$ cat src/welk_pkg.sv
// Purpose : shared constants and types for the word encode / align link
// Assumes : one clock domain, MCLK at 200 MHz, one serial bit per clock
// Notes   : code-field assignment and flag scrambler are agreed by both ends
package welk_pkg;
    // ------------------------------------------------------------------
    // word geometry
    // ------------------------------------------------------------------
    localparam int WORD_BITS  = 16;
    localparam int CODE_BITS  = 4;
    localparam int LINE_BITS  = 20;
    localparam int CTRL_BITS  = 14;
    localparam logic [4:0] LAST_BIT = 5'h13;

    // ------------------------------------------------------------------
    // code-field patterns (non-inverted form), inversion complements all
    // ------------------------------------------------------------------
    localparam logic [3:0] CF_DATA_F0 = 4'h3;
    localparam logic [3:0] CF_DATA_F1 = 4'h5;
    localparam logic [3:0] CF_CTRL    = 4'h6;
    localparam logic [3:0] CF_IDLE    = 4'h1; // complement must not alias other codes
    localparam logic [15:0] IDLE_WORD = 16'hFF00;

    // ------------------------------------------------------------------
    // alignment timing, in words
    // ------------------------------------------------------------------
    localparam logic [5:0] FLAG_WINDOW  = 6'h20;
    localparam logic [7:0] READY_WORDS  = 8'h40;
    localparam logic [6:0] SCRAM_SEED   = 7'h55; // alternating top bit gives early flips

    // ------------------------------------------------------------------
    // rate bands and word classes
    // ------------------------------------------------------------------
    localparam logic [1:0] BAND_DIV1 = 2'h0;
    localparam logic [1:0] BAND_DIV2 = 2'h1;
    localparam logic [1:0] BAND_DIV4 = 2'h2;
    localparam logic [1:0] BAND_TEST = 2'h3;

    typedef enum logic [1:0] {WK_DATA, WK_CTRL, WK_IDLE, WK_ERR} welk_kind_t;

    // next state of the shared flag scrambler
    function automatic logic [6:0] scram_next(input logic [6:0] s);
        scram_next = {s[5:0], s[6] ^ s[5]};
    endfunction : scram_next
endpackage : welk_pkg

$ cat src/welk_word_if.sv
// Purpose : carries one 20-bit line word between serializer and coder
// Assumes : single clock
// Notes   : strobe is a one-cycle pulse per word
`timescale 1ns/1ps
`default_nettype none
interface welk_word_if;
    logic [19:0] word;
    logic        strobe;
    modport src (output word, output strobe);
    modport dst (input word, input strobe);
endinterface : welk_word_if
`default_nettype wire

$ cat src/welk_ser.sv
// Purpose : 20-bit word to serial shifter, bit 0 first
// Assumes : one bit per MCLK edge
// Notes   : strobes a request for the next word on bit 18, one before the last
`timescale 1ns/1ps
`default_nettype none
module welk_ser (
    input  wire logic MCLK,
    input  wire logic RST,
    welk_word_if.dst  wi,
    output var  logic sout,
    output var  logic need
);
    logic [19:0] sh_q;
    logic [4:0]  cnt_q;

    // ------------------------------------------------------------------
    // shifter
    // ------------------------------------------------------------------
    // load on strobe, else shift
    always_ff @(posedge MCLK or posedge RST)
    begin
        if (RST)
        begin
            sh_q  <= 20'h00000;
            cnt_q <= 5'h00;
            sout  <= 1'b0;
            need  <= 1'b0;
        end
        else
        begin
            // request two bits early: strobe lands right after bit 19
            need <= (cnt_q == welk_pkg::LAST_BIT - 5'h02);
            if (wi.strobe)
            begin
                sout  <= wi.word[0];
                sh_q  <= {1'b0, wi.word[19:1]};
                cnt_q <= 5'h00;
            end
            else
            begin
                sout  <= sh_q[0];
                sh_q  <= {1'b0, sh_q[19:1]};
                cnt_q <= (cnt_q == welk_pkg::LAST_BIT) ? 5'h00 : cnt_q + 5'h01;
            end
        end
    end
endmodule : welk_ser
`default_nettype wire

$ cat src/welk_des.sv
// Purpose : serial to 20-bit word demultiplexer with one-bit slip
// Assumes : one bit per MCLK edge, input already synchronised
// Notes   : a slip holds the bit counter one extra cycle
`timescale 1ns/1ps
`default_nettype none
module welk_des (
    input  wire logic MCLK,
    input  wire logic RST,
    input  wire logic sin,
    input  wire logic slip,
    welk_word_if.src  wo
);
    logic [19:0] sh_q;
    logic [4:0]  cnt_q;
    logic        slip_q;

    // ------------------------------------------------------------------
    // collector
    // ------------------------------------------------------------------
    // bit 0 arrives first; word strobed after bit 19
    always_ff @(posedge MCLK or posedge RST)
    begin
        if (RST)
        begin
            sh_q      <= 20'h00000;
            cnt_q     <= 5'h00;
            slip_q    <= 1'b0;
            wo.word   <= 20'h00000;
            wo.strobe <= 1'b0;
        end
        else
        begin
            sh_q      <= {sin, sh_q[19:1]};
            wo.strobe <= 1'b0;
            if (slip)
                slip_q <= 1'b1;
            if (slip_q)
                slip_q <= 1'b0; // hold count: boundary moves one bit
            else if (cnt_q == welk_pkg::LAST_BIT)
            begin
                cnt_q     <= 5'h00;
                wo.word   <= {sin, sh_q[19:1]};
                wo.strobe <= 1'b1;
            end
            else
                cnt_q <= cnt_q + 5'h01;
        end
    end
endmodule : welk_des
`default_nettype wire

$ cat src/welk_link.sv
// Purpose : word encoder with disparity control and receive word aligner
// Assumes : MCLK is the bit clock; word rate is MCLK over 20
// Notes   : code field sits in line bits 19:16, word field in 15:0
`timescale 1ns/1ps
`default_nettype none
module welk_link (
    input  wire logic        MCLK,
    input  wire logic        RST,
    input  wire logic        TX_WORD_CLOCK,
    input  wire logic        EXTERNAL_SERIAL_CLOCK_ENABLE,
    input  wire logic [1:0]  TX_RATE_BAND_SELECT,
    input  wire logic [15:0] TX_DATA_IN,
    input  wire logic        CONTROL_WORD_REQUEST,
    input  wire logic        DATA_WORD_REQUEST,
    input  wire logic        TX_USER_FLAG,
    input  wire logic        TX_FLAG_DATA_ENABLE,
    input  wire logic        FLAG_SCRAMBLE_ENABLE,
    input  wire logic [1:0]  RX_RATE_BAND_SELECT,
    input  wire logic        SERIAL_INPUT_PAIR,
    input  wire logic        SERIAL_TEST_CLOCK,
    input  wire logic        LOCAL_REFERENCE_CLOCK,
    input  wire logic        RX_FLAG_DATA_ENABLE,
    input  wire logic        ALIGNMENT_DISABLE,
    output logic             SERIAL_OUT,
    output logic             TX_PLL_LOCK_FLAG,
    output logic             TX_WORD_TAKEN,
    output logic [1:0]       TX_BAND_DIVIDE,
    output logic [15:0]      RX_DATA_OUT,
    output logic             RX_USER_FLAG,
    output logic             RX_DATA_WORD_FLAG,
    output logic             RX_CONTROL_WORD_FLAG,
    output logic             RX_DECODE_ERROR,
    output logic             RX_WORD_STROBE,
    output logic             RX_WORD_READY,
    output logic             RX_BIT_SLIP,
    output logic             RX_WORD_CLOCKS,
    output logic             RX_REF_LOCK
);
    // ------------------------------------------------------------------
    // pin synchronisers
    // ------------------------------------------------------------------
    logic [1:0] sy_wclk_q, sy_sin_q, sy_tst_q, sy_ref_q;
    logic       wclk_prev_q, ref_prev_q;

    // two flops per pin input
    always_ff @(posedge MCLK or posedge RST)
    begin
        if (RST)
        begin
            sy_wclk_q <= 2'h0;
            sy_sin_q  <= 2'h0;
            sy_tst_q  <= 2'h0;
            sy_ref_q  <= 2'h0;
        end
        else
        begin
            sy_wclk_q <= {sy_wclk_q[0], TX_WORD_CLOCK};
            sy_sin_q  <= {sy_sin_q[0], SERIAL_INPUT_PAIR};
            sy_tst_q  <= {sy_tst_q[0], SERIAL_TEST_CLOCK};
            sy_ref_q  <= {sy_ref_q[0], LOCAL_REFERENCE_CLOCK};
        end
    end

    // ------------------------------------------------------------------
    // transmit clocking and lock
    // ------------------------------------------------------------------
    logic [4:0] bits_q;
    logic [1:0] lock_cnt_q;
    logic       wclk_rise, ext_bit, ser_need, ser_out;
    assign wclk_rise = sy_wclk_q[1] & ~wclk_prev_q;

    // bit count per word
    // counts 20 bit clocks between word-clock edges to detect lock
    always_ff @(posedge MCLK or posedge RST)
    begin
        if (RST)
        begin
            wclk_prev_q      <= 1'b0;
            bits_q           <= 5'h00;
            lock_cnt_q       <= 2'h0;
            TX_PLL_LOCK_FLAG <= 1'b0;
            TX_BAND_DIVIDE   <= 2'h0;
        end
        else
        begin
            wclk_prev_q <= sy_wclk_q[1];
            unique case (TX_RATE_BAND_SELECT)
                welk_pkg::BAND_DIV1: TX_BAND_DIVIDE <= 2'h0;
                welk_pkg::BAND_DIV2: TX_BAND_DIVIDE <= 2'h1;
                welk_pkg::BAND_DIV4: TX_BAND_DIVIDE <= 2'h2;
                welk_pkg::BAND_TEST: TX_BAND_DIVIDE <= 2'h3;
            endcase
            if (wclk_rise)
            begin
                bits_q <= 5'h00;
                if (bits_q == welk_pkg::LAST_BIT)
                    lock_cnt_q <= (lock_cnt_q == 2'h3) ? 2'h3 : lock_cnt_q + 2'h1;
                else
                    lock_cnt_q <= 2'h0;
            end
            else if (bits_q != 5'h1F)
                bits_q <= bits_q + 5'h01;
            TX_PLL_LOCK_FLAG <= (lock_cnt_q == 2'h3) & ~EXTERNAL_SERIAL_CLOCK_ENABLE;
        end
    end

    // external clock mode
    // word clock pin rising edge gates the word load; the shifter still moves one bit per MCLK
    assign ext_bit = EXTERNAL_SERIAL_CLOCK_ENABLE ? wclk_rise : 1'b1;

    // ------------------------------------------------------------------
    // transmit encoder
    // ------------------------------------------------------------------
    welk_word_if tx_w ();
    logic signed [7:0] disp_q;
    logic [6:0]        tx_scr_q;
    logic              alt_q;
    logic [19:0]       enc_w;
    logic              flag_bit;
    logic signed [5:0] wdisp;

    // control / data / idle / word build
    always_comb
    begin
        flag_bit = TX_FLAG_DATA_ENABLE ? TX_USER_FLAG : alt_q; // alternation
        if (FLAG_SCRAMBLE_ENABLE)
            flag_bit = flag_bit ^ tx_scr_q[6];
        if (CONTROL_WORD_REQUEST)
            enc_w = {welk_pkg::CF_CTRL, 2'h0, TX_DATA_IN[13:0]};
        else if (DATA_WORD_REQUEST)
            enc_w = {flag_bit ? welk_pkg::CF_DATA_F1 : welk_pkg::CF_DATA_F0, TX_DATA_IN};
        else
            enc_w = {welk_pkg::CF_IDLE, welk_pkg::IDLE_WORD};
    end

    always_comb
    begin
        wdisp = -6'sd20;
        for (int i = 0; i < welk_pkg::LINE_BITS; i++)
            wdisp = wdisp + (enc_w[i] ? 6'sd2 : 6'sd0);
    end

    always_ff @(posedge MCLK or posedge RST)
    begin
        if (RST)
        begin
            disp_q      <= 8'sh00;
            tx_scr_q    <= welk_pkg::SCRAM_SEED;
            alt_q       <= 1'b0;
            tx_w.word   <= 20'h00000;
            tx_w.strobe <= 1'b0;
        end
        else
        begin
            tx_w.strobe <= ser_need & ext_bit;
            if (ser_need & ext_bit)
            begin
                alt_q    <= ~alt_q;
                // scrambler restarts on every non-data word, both ends alike
                if (DATA_WORD_REQUEST && !CONTROL_WORD_REQUEST)
                    tx_scr_q <= welk_pkg::scram_next(tx_scr_q);
                else
                    tx_scr_q <= welk_pkg::SCRAM_SEED;
                if ((disp_q > 8'sh00) == (wdisp > 6'sh00) && wdisp != 6'sh00)
                begin
                    tx_w.word <= ~enc_w;
                    disp_q    <= disp_q - 8'(wdisp);
                end
                else
                begin
                    tx_w.word <= enc_w;
                    disp_q    <= disp_q + 8'(wdisp);
                end
            end
        end
    end

    welk_ser u_ser (
        .MCLK (MCLK),
        .RST  (RST),
        .wi   (tx_w),
        .sout (ser_out),
        .need (ser_need)
    );

    // serial out and word-taken pulse registered
    always_ff @(posedge MCLK or posedge RST)
    begin
        if (RST)
        begin
            SERIAL_OUT    <= 1'b0;
            TX_WORD_TAKEN <= 1'b0;
        end
        else
        begin
            SERIAL_OUT    <= ser_out;
            TX_WORD_TAKEN <= tx_w.strobe;
        end
    end

    // ------------------------------------------------------------------
    // receive path
    // ------------------------------------------------------------------
    welk_word_if rx_w ();
    logic        rx_sin, slip_req;
    logic [19:0] rw;
    logic [3:0]  cf;
    logic        inv;
    welk_pkg::welk_kind_t kind;
    logic        rflag;

    assign rx_sin = (RX_RATE_BAND_SELECT == welk_pkg::BAND_TEST) ? sy_tst_q[1] : sy_sin_q[1];

    welk_des u_des (
        .MCLK (MCLK),
        .RST  (RST),
        .sin  (rx_sin),
        .slip (slip_req),
        .wo   (rx_w)
    );

    always_comb
    begin
        cf   = rx_w.word[19:16];
        inv  = 1'b0;
        kind = welk_pkg::WK_ERR;
        rflag = 1'b0;
        for (int k = 0; k < 2; k++)
        begin
            if ((k[0] ? ~cf : cf) == welk_pkg::CF_DATA_F0 ||
                (k[0] ? ~cf : cf) == welk_pkg::CF_DATA_F1)
            begin
                kind  = welk_pkg::WK_DATA;
                inv   = k[0];
                rflag = ((k[0] ? ~cf : cf) == welk_pkg::CF_DATA_F1);
            end
            else if ((k[0] ? ~cf : cf) == welk_pkg::CF_CTRL)
            begin
                kind = welk_pkg::WK_CTRL;
                inv  = k[0];
            end
            else if ((k[0] ? ~cf : cf) == welk_pkg::CF_IDLE)
            begin
                kind = welk_pkg::WK_IDLE;
                inv  = k[0];
            end
        end
        rw = inv ? ~rx_w.word : rx_w.word;
    end

    // ------------------------------------------------------------------
    // alignment and outputs
    // ------------------------------------------------------------------
    logic [6:0] rx_scr_q;
    logic       err_prev_q, alt_exp_q, sflag_prev_q, seen_tr_q, seen_dat_q;
    logic [5:0] win_q;
    logic [7:0] quiet_q;
    logic       raw_err, tr_miss;

    // alternating flag checked when receiver flag and flag scrambling are both disabled
    assign raw_err = (kind == welk_pkg::WK_ERR) ||
                     (kind == welk_pkg::WK_DATA && !RX_FLAG_DATA_ENABLE &&
                      !FLAG_SCRAMBLE_ENABLE && rflag != alt_exp_q);
    assign tr_miss = FLAG_SCRAMBLE_ENABLE && win_q == welk_pkg::FLAG_WINDOW - 6'h01 &&
                     !seen_tr_q && (seen_dat_q || kind == welk_pkg::WK_DATA) &&
                     !(kind == welk_pkg::WK_DATA && rflag != sflag_prev_q);
    // two errors / window / disable
    assign slip_req = rx_w.strobe && !ALIGNMENT_DISABLE &&
                      ((raw_err && err_prev_q) || tr_miss);

    // word-rate tracking and ready
    always_ff @(posedge MCLK or posedge RST)
    begin
        if (RST)
        begin
            err_prev_q   <= 1'b0;
            alt_exp_q    <= 1'b0;
            sflag_prev_q <= 1'b0;
            seen_tr_q    <= 1'b0;
            seen_dat_q   <= 1'b0;
            win_q        <= 6'h00;
            quiet_q      <= 8'h00;
            rx_scr_q     <= welk_pkg::SCRAM_SEED;
            RX_WORD_READY <= 1'b0;
            RX_BIT_SLIP  <= 1'b0;
        end
        else
        begin
            RX_BIT_SLIP <= slip_req;
            if (rx_w.strobe)
            begin
                err_prev_q <= raw_err & ~slip_req;
                alt_exp_q  <= (kind == welk_pkg::WK_DATA) ? ~rflag : ~alt_exp_q;
                if (kind == welk_pkg::WK_DATA)
                    rx_scr_q <= welk_pkg::scram_next(rx_scr_q);
                else
                    rx_scr_q <= welk_pkg::SCRAM_SEED;
                // windows with no data word carry no flag to judge
                if (win_q == welk_pkg::FLAG_WINDOW - 6'h01)
                    seen_dat_q <= 1'b0;
                else if (kind == welk_pkg::WK_DATA)
                    seen_dat_q <= 1'b1;
                if (kind == welk_pkg::WK_DATA)
                    sflag_prev_q <= rflag;
                win_q <= (win_q == welk_pkg::FLAG_WINDOW - 6'h01) ? 6'h00 : win_q + 6'h01;
                if (win_q == welk_pkg::FLAG_WINDOW - 6'h01)
                    seen_tr_q <= 1'b0;
                else if (kind == welk_pkg::WK_DATA && rflag != sflag_prev_q)
                    seen_tr_q <= 1'b1;
                if (slip_req)
                    quiet_q <= 8'h00;
                else if (quiet_q != welk_pkg::READY_WORDS)
                    quiet_q <= quiet_q + 8'h01;
            end
            if (slip_req)
                RX_WORD_READY <= 1'b0;
            else if (quiet_q == welk_pkg::READY_WORDS)
                RX_WORD_READY <= 1'b1;
        end
    end

    // control mark / descramble / error output
    always_ff @(posedge MCLK or posedge RST)
    begin
        if (RST)
        begin
            RX_DATA_OUT          <= 16'h0000;
            RX_USER_FLAG         <= 1'b0;
            RX_DATA_WORD_FLAG    <= 1'b0;
            RX_CONTROL_WORD_FLAG <= 1'b0;
            RX_DECODE_ERROR      <= 1'b0;
            RX_WORD_STROBE       <= 1'b0;
            RX_WORD_CLOCKS       <= 1'b0;
            RX_REF_LOCK          <= 1'b0;
            ref_prev_q           <= 1'b0;
        end
        else
        begin
            RX_WORD_STROBE <= rx_w.strobe;
            ref_prev_q     <= sy_ref_q[1];
            RX_REF_LOCK    <= sy_ref_q[1] ^ ref_prev_q ? 1'b1 : RX_REF_LOCK;
            if (rx_w.strobe)
            begin
                RX_WORD_CLOCKS       <= ~RX_WORD_CLOCKS;
                RX_DECODE_ERROR      <= (kind == welk_pkg::WK_ERR);
                RX_DATA_WORD_FLAG    <= (kind == welk_pkg::WK_DATA);
                RX_CONTROL_WORD_FLAG <= (kind == welk_pkg::WK_CTRL);
                if (kind == welk_pkg::WK_CTRL)
                    RX_DATA_OUT <= {2'h0, rw[13:0]};
                else if (kind == welk_pkg::WK_DATA)
                    RX_DATA_OUT <= rw[15:0];
                if (kind == welk_pkg::WK_DATA)
                    RX_USER_FLAG <= FLAG_SCRAMBLE_ENABLE ? rflag ^ rx_scr_q[6] : rflag;
            end
        end
    end

    // ------------------------------------------------------------------
    // checks
    // ------------------------------------------------------------------
    ready_drop_a: assert property (@(posedge MCLK) disable iff (RST)
        slip_req |=> !RX_WORD_READY) else $error("ready not dropped on slip");
    slip_disable_a: assert property (@(posedge MCLK) disable iff (RST)
        ALIGNMENT_DISABLE |-> !slip_req) else $error("slip while disabled");
    ctrl_mark_a: assert property (@(posedge MCLK) disable iff (RST)
        rx_w.strobe && kind == welk_pkg::WK_CTRL |=> RX_CONTROL_WORD_FLAG && RX_DATA_OUT[15:14] == 2'h0)
        else $error("control word not marked");
    err_out_a: assert property (@(posedge MCLK) disable iff (RST)
        rx_w.strobe && kind == welk_pkg::WK_ERR |=> RX_DECODE_ERROR) else $error("error not flagged");
    ctrl_prio_a: assert property (@(posedge MCLK) disable iff (RST)
        CONTROL_WORD_REQUEST |-> enc_w[19:16] == welk_pkg::CF_CTRL) else $error("control lost");
    data_word_a: assert property (@(posedge MCLK) disable iff (RST)
        !CONTROL_WORD_REQUEST && DATA_WORD_REQUEST |-> enc_w[15:0] == TX_DATA_IN)
        else $error("data word wrong");
    idle_word_a: assert property (@(posedge MCLK) disable iff (RST)
        !CONTROL_WORD_REQUEST && !DATA_WORD_REQUEST |-> enc_w[15:0] == welk_pkg::IDLE_WORD)
        else $error("idle word wrong");
    test_input_a: assert property (@(posedge MCLK) disable iff (RST)
        RX_RATE_BAND_SELECT == welk_pkg::BAND_TEST |-> rx_sin == sy_tst_q[1])
        else $error("test clock not used");
    slip_c: cover property (@(posedge MCLK) disable iff (RST) slip_req);
    ready_c: cover property (@(posedge MCLK) disable iff (RST) $rose(RX_WORD_READY));
    ctrl_c: cover property (@(posedge MCLK) disable iff (RST) RX_CONTROL_WORD_FLAG);
endmodule : welk_link
`default_nettype wire

$ cat config.mk
export PLATFORM = sky130hd
export DESIGN_NAME = welk_link
export DESIGN_NICKNAME = d
export VERILOG_FILES = /design/src/welk_pkg.sv /design/src/welk_word_if.sv /design/src/welk_ser.sv /design/src/welk_des.sv /design/src/welk_link.sv
export SDC_FILE = /design/constraint.sdc
export NUM_CORES = 1
export LEC_CHECK = 0
export BUFFER_PORTS_ARGS = -buffer_cell sky130_fd_sc_hd__clkbuf_2
export CORE_ASPECT_RATIO = 1.75
export CORE_UTILIZATION = 60
export DETAILED_ROUTE_END_ITERATION = 10
export HOLD_SLACK_MARGIN = 0.06
export PLACE_DENSITY = 0.79
export SLEW_MARGIN = 25
export SYNTH_ARGS = -nofsm -noshare
export SYNTH_HDL_FRONTEND = slang
export SYNTH_SLANG_ARGS = --single-unit
$ cat constraint.sdc
create_clock -name MCLK -period 7.5 [get_ports MCLK]
set_clock_uncertainty 0.1 [all_clocks]
set_input_delay 1.875 -clock MCLK [delete_from_list [all_inputs] [get_ports MCLK]]
set_output_delay 1.875 -clock MCLK [all_outputs]
set_load 0.005 [all_outputs]
==> impl_metrics.env, run 1 <==
export IMPL_reg2reg_to="disp_q[7]$_DFFE_PP0P_"
export IMPL_holdWs_ns=0.252
export IMPL_vias=5804
export IMPL_slew_headroom_pct=33.2
export IMPL_fin_nets=951
export IMPL_worstSetupPathType="primary input to flop"
export IMPL_met1_usage_pct=26.7
export IMPL_firstDrtPassIters=4
export IMPL_dieArea_um2=15000
export IMPL_vias_per_cell=5.45
export IMPL_hpwl_um=11600
export IMPL_ys_async_sr_fraction_pct=100
export IMPL_syn_area_um2=8690
export IMPL_hold_class="flop to flop"
export IMPL_cp_max_fo=8
export IMPL_postCtsHoldBufs=0
export IMPL_synth_top_cell_area_share_pct=50.1
export IMPL_grt_max_degree=100
export IMPL_io_buffers=63
export IMPL_cts_tree="done"
export IMPL_cpLargestDelayFamily="adder cells"
export IMPL_drt_first_iter_violations=265
export IMPL_grt_busiest_layer="met2"
export IMPL_cts_resized=0
export IMPL_postRouteAntennaNets=0
export IMPL_gp_congestion=0.838
export IMPL_rows=57
export IMPL_sequentialPowerShare_pct=28.3
export IMPL_critPathMaxStageDelay_ns=0.55
export IMPL_drv_cap=0
export IMPL_whs_path_depth=0
export IMPL_setup_violations=0
export IMPL_drt_wl_total_um=16500
export IMPL_period_share_pct=97.3
export IMPL_core_um2=14000
export IMPL_max_vdd_ir_drop_mv=0.619
export IMPL_drv_slew=0
export IMPL_numClockSinks=182
export IMPL_synth_main_ff_cell="dfrtp_1"
export IMPL_area_delta_synth_final_pct=17.0
export IMPL_clock_path_buffers=2
export IMPL_fin_crit_ns=7.30
export IMPL_cts_made_buffers=17
export IMPL_clk_pin_slew_worst_paths_ns=0.07
export IMPL_worst_slew_pin_slew_ns=1.00
export IMPL_synth_seq_cells=182
export IMPL_drc=0
export IMPL_crit_buf_inv=3
export IMPL_layout_drive_gt1_share_pct=28.1
export IMPL_end_kind="flop"
export IMPL_clockRootBuffer="clkbuf_16"
export IMPL_rrSetupSlack_ns=1.66
export IMPL_synth_cells=777
export IMPL_status="completed"
export IMPL_cp_slowest_cell="fa_1"
export IMPL_synth_fp_nets=854
export IMPL_pwr_share_clk_pct=17.2
export IMPL_critPathLaunchType="primary input"
export IMPL_grt_pass1_wl_um=27600
export IMPL_yosysTopAreaCell="dfrtp_1"
export IMPL_gr_total_overflow=0
export IMPL_combPwrFrac_pct=54.5
export IMPL_yosys_top_cells_area="dfrtp_1 50%, mux2_2 7.0%, ha_1 4.5%"
export IMPL_worst_ep_arrival_time_ns=7.49
export IMPL_grt_util_all_layers_pct=23.4
export IMPL_synth_distinct_cells=63
export IMPL_setup_tns_ns=0
export IMPL_fin_util_pct=72.7
export IMPL_leakage_uw=0.00488
export IMPL_p_per_area_nw_per_um2=503
export IMPL_r2r_cells=26
export IMPL_grt_pass1_vias=6087
export IMPL_whs_endpoint="SERIAL_OUT$_DFF_PP0_"
export IMPL_htreeDepth=4
export IMPL_wl_per_cell_um=15.5
export IMPL_ios=64
export IMPL_finalHoldViolCount=0
export IMPL_antenna_found_initial=0
export IMPL_r2r_start="alt_q$_DFFE_PP0P_"
export IMPL_min_from="u_ser.sout$_DFF_PP0_"
export IMPL_synth_avg_cell_area_um2=11.2
export IMPL_grt_use_met2_pct=43.6
export IMPL_synth_edf_count=0
export IMPL_critPathRequiredTime_ns=7.69
export IMPL_start_util_pct=62.2
export IMPL_die_x_um=93.0
export IMPL_use_met3_pct=3.67
export IMPL_fmax_mhz=137
export IMPL_synth_warnings=0
export IMPL_die_h_um=161
export IMPL_power_net_switching_uw=1990
export IMPL_ys_seq_area_share_pct=52.5
export IMPL_antenna_cells=0
export IMPL_cts_setup_buffers=0
export IMPL_swShare_pct=39.0
export IMPL_clk_latency_ns=0.43
export IMPL_internal_power_uw=3120
-- synthesized netlist by cell type (2+ instances only) --
master,instances
nor2b_1,8
dfrtp_1,174
a21o_1,2
xnor2_1,35
clkbuf_1,26
nor4b_1,2
nand2_1,92
nand3_1,9
nor3b_1,6
xor2_1,42
o21ai_0,56
a2111oi_0,2
nor2_1,48
buf_1,2
xnor2_2,2
mux2i_1,8
nand2b_1,9
o22ai_1,8
o22a_1,4
and3_1,4
o31ai_1,2
nor3_1,7
a31oi_1,5
a21oi_4,2
nand4b_1,2
fa_1,12
and2_2,3
nand4_1,6
a21oi_1,16
o211ai_1,3
ha_1,31
inv_1,48
nor4_1,2
buf_6,2
a21boi_0,2
mux2_2,54
or2b_2,3
o21bai_1,2
dfstp_2,8
and2_1,4
a41oi_1,2
-- metal layers --
| metal | part of all wire (%) | routed length [um] | vias up |
|---|---|---|---|
| met5 | 0 | 0 | - |
| met1 | 40 | 6570 | 2885 |
| met4 | 1.9 | 307 | 0 |
| li1 | - | - | 2799 |
| met2 | 56 | 9300 | 92 |
| met3 | 2.0 | 329 | 28 |
-- final cells by class --
type / instances / area (um2)
repair buffers: 110 / 672
clock buffers: 17 / 425
multi-input cells: 515 / 3920
fillers: 947 / 3810
flip-flops and latches: 182 / 4560
inverters: 48 / 185
clock inverters: 15 / 181
well taps: 177 / 221
-- power groups by stage --
| stage | Sequential, uW | Combinational [uW] | Clock [uW] |
|---|---|---|---|
| CTS | 1450 | 2710 | 896 |
| floorplan | 1390 | 1970 | 0 |
| detailed placement | 1460 | 2680 | 0 |
| global route | 1480 | 3090 | 937 |
| global placement | 1440 | 2570 | 0 |
| finish | 1450 | 2780 | 880 |
-- worst max path at each step --
stage,to,cells past startpoint,slack (ns),startpoint
after detailed placement,disp_q[7]$_DFFE_PP0P_,26,-0.36,CONTROL_WORD_REQUEST
after global placement,disp_q[7]$_DFFE_PP0P_,27,-0.21,CONTROL_WORD_REQUEST
after floorplan,disp_q[7]$_DFFE_PP0P_,30,-0.55,CONTROL_WORD_REQUEST
final,disp_q[7]$_DFFE_PP0P_,27,0.20,CONTROL_WORD_REQUEST
after CTS,disp_q[7]$_DFFE_PP0P_,26,0.1,CONTROL_WORD_REQUEST
after global routing,disp_q[7]$_DFFE_PP0P_,30,-0.02,CONTROL_WORD_REQUEST
-- cell families (layout without fill, tap and decap cells) --
group           after synthesis  count (layout)  share of synthesized area, %
fa+ha+maj                    43              43                          7.23
mux                          62              62                          7.92
buf+inv                      80             190                          3.83
compound gates              115             115                          8.24
simple gates                215             215                          11.9
flops                       182             182                          52.5
xor+xnor                     80              80                          8.40
-- placed cells by master, fill, tap and decap left out, types with 5 or more instances in the layout --
cell type / instances
clkbuf_2: 63
mux2i_1: 7
o21ai_0: 50
nand3_1: 9
fa_1: 10
dfstp_2: 8
a21oi_1: 14
nor2_1: 46
dfrtp_1: 174
nand2b_1: 9
nand2_1: 91
xor2_1: 42
nor2b_1: 8
inv_8: 5
o22ai_1: 8
buf_4: 46
nand4_1: 6
inv_1: 45
xnor2_1: 35
clkbuf_16: 17
mux2_2: 53
ha_1: 27
nor3b_1: 5
nor3_1: 6
clkinv_8: 5
-- stage by stage --
step / setup WS, ns / cells / total power (uW) / cell area (um2)
floorplan: -0.548 / 777 / 3360 / 8790
global placement: -0.214 / 1032 / 4010 / 9520
detailed placement: -0.361 / 1032 / 4140 / 9520
CTS: 0.0963 / 1064 / 5060 / 10100
global route: -0.0204 / 1064 / 5510 / 10200
finish: 0.200 / 1064 / 5110 / 10200
-- registers in the layout, indices dropped and copies added, names as in the netlist, 6 cells and up --
name           count
RX_DATA_OUT       16
rx_scr_q           7
win_q              6
u_des.wo.word     20
disp_q             8
u_ser.sh_q        19
quiet_q            8
tx_w.word         20
tx_scr_q           7
u_des.sh_q        19
(Power assumes the default switching activity.)
==> run 2: changes to the inputs <==
Settings changed: CORE_UTILIZATION 60 to 51, PLACE_DENSITY 0.79 to 0.69.
==> run 2 against run 1 <==
Net effect:
- global-route usage is 3.3 points lower
- largest power group unchanged
- routed wire length fell by 2.3%
- flip-flop and latch count unchanged
- die area increased by 17%
- critical endpoint unchanged
- maximum frequency is essentially flat
- sequential power is essentially flat
==> impl_metrics.env, run 2 (synthesis results as in run 1) <==
export IMPL_clk_latency_ns=0.43
export IMPL_rows=62
export IMPL_fmax_mhz=137
export IMPL_vias=5778
export IMPL_top_regs="tx_w.word: 20 flops, u_des.wo.word: 20 flops"
export IMPL_ios=64
export IMPL_numClockSinks=182
export IMPL_fin_area_um2=10300
export IMPL_die_x_um=101
export IMPL_power_uw=5150
export IMPL_fin_crit_ns=7.31
export IMPL_holdWs_ns=0.247
export IMPL_wl_per_cell_um=14.4
export IMPL_dieArea_um2=17600
export IMPL_core_um2=16500
export IMPL_firstDrtPassIters=6
export IMPL_period_share_pct=97.4
export IMPL_clk_pin_slew_worst_paths_ns=0.07
export IMPL_fin_nets=956
export IMPL_antenna_found_initial=0
export IMPL_setup_violations=0
export IMPL_grt_pass1_vias=6104
export IMPL_critPathRequiredTime_ns=7.69
export IMPL_worstSetupPathType="primary input to flop"
export IMPL_gp_congestion=0.862
export IMPL_cts_tree="done"
export IMPL_grt_pass1_wl_um=27900
export IMPL_area_delta_synth_final_pct=18.8
export IMPL_drt_first_iter_violations=180
export IMPL_worst_ep_arrival_time_ns=7.50
export IMPL_worst_slew_pin_slew_ns=0.939
export IMPL_fin_util_pct=62.5
export IMPL_dpl_cell_area_um2=9630
export IMPL_drt_wl_total_um=16100
export IMPL_gr_total_overflow=0
export IMPL_final_cell_mix="174 x dfrtp_1, 89 x nand2_1, 62 x clkbuf_2"
export IMPL_drc=0
export IMPL_postRouteAntennaNets=0
export IMPL_start_util_pct=52.6
export IMPL_status="completed"
export IMPL_place_inst=1081
export IMPL_end_kind="flop"
export IMPL_layout_drive_gt1_share_pct=28.7
export IMPL_fin_cells=1116
export IMPL_drv_cap=0
export IMPL_clock_path_buffers=2
export IMPL_finalHoldViolCount=0
export IMPL_die_h_um=175
export IMPL_cts_made_buffers=17
export IMPL_critPathLaunchType="primary input"
export IMPL_grt_max_degree=78
export IMPL_hold_class="flop to flop"
export IMPL_leakage_uw=0.00491
export IMPL_max_vdd_ir_drop_mv=0.732
export IMPL_grt_util_all_layers_pct=20.1
export IMPL_htreeDepth=4
export IMPL_clockRootBuffer="clkbuf_16"
export IMPL_cp_max_fo=5
export IMPL_vias_per_cell=5.18
export IMPL_rsz0062_at_grt="true"
export IMPL_antenna_cells=0
export IMPL_hpwl_um=11700
export IMPL_io_buffers=63
export IMPL_final_common_cell="dfrtp_1"
export IMPL_drv_slew=0
export IMPL_slew_headroom_pct=37.4
export IMPL_p_per_area_nw_per_um2=499
[run 2: cell type report]
| class | count | area, um2 |
|---|---|---|
| clock buffers | 17 | 425 |
| clock inverters | 15 | 184 |
| fillers | 1314 | 6200 |
| inverters | 48 | 185 |
| multi-input cells | 516 | 3960 |
| flip-flops and latches | 182 | 4560 |
| well taps | 224 | 280 |
| repair buffers | 114 | 718 |
[run 2: path summary, 6_finish.rpt]
path / startpoint / slack [ns] / cells past startpoint / endpoint
setup / recovery: DATA_WORD_REQUEST / 0.19 / 28 / disp_q[7]$_DFFE_PP0P_
hold / removal: sy_sin_q[0]$_DFF_PP0_ / 0.25 / 0 / sy_sin_q[1]$_DFF_PP0_
setup reg to reg: alt_q$_DFFE_PP0P_ / 1.66 / 26 / disp_q[7]$_DFFE_PP0P_
hold reg to reg: sy_sin_q[0]$_DFF_PP0_ / 0.25 / 0 / sy_sin_q[1]$_DFF_PP0_
max in group asynchronous: RST / 4.70 / 3 / win_q[0]$_DFFE_PP0P_
min in group asynchronous: RST / 1.33 / 2 / bits_q[4]$_DFFE_PP0P_
[run 2: timing repair]
action	CTS	global route
gates resized for setup	0	10
hold buffers	0	0
endpoints found under the setup margin	0	3
buffers inserted	0	2
[run 2: stage by stage]
| stage | worst slack, ns | TNS (ns) |
|---|---|---|
| after global placement | -0.256 | -0.504 |
| after floorplan | -0.548 | -1.17 |
| after detailed placement | -0.394 | -0.917 |
| final | 0.195 | 0 |
| after global routing | -0.0585 | -0.0585 |
| after CTS | 0.0599 | 0 |
[run 2: power by group]
part	switching (uW)	internal (uW)	leakage, uW
Clock	418	480	0.000293
Sequential	194	1240	0.00226
Combinational	1340	1480	0.00236
[run 2: layer usage]
| metal | wire (um) | track usage (%) | vias to the layer above |
|---|---|---|---|
| li1 | - | - | 2799 |
| met1 | 6390 | 22.5 | 2886 |
| met2 | 9080 | 37.2 | 76 |
| met3 | 388 | 3.92 | 17 |
| met4 | 271 | 7.25 | 0 |
| met5 | 0 | 0 | - |
[run 2: worst max-delay path, stage by stage]
cell      delay [ns]
buf_2           0.12
or2_4           0.28
and2_4          0.15
fa_1            0.52
ha_4            0.19
xor2_2          0.16
ha_2            0.28
fa_1            0.48
inv_1           0.05
fa_1            0.49
inv_2           0.05
ha_4            0.21
nor2b_4         0.13
o21a_1          0.17
or3_4           0.38
a21oi_4         0.15
nand2_2         0.08
a21oi_4         0.17
mux2i_4         0.26
ha_1            0.24
nor2b_1         0.12
o21ai_1         0.19
a21boi_2        0.10
o21ai_2         0.15
a21oi_2         0.09
and3_1          0.15
mux2i_1         0.13
o211ai_1        0.10
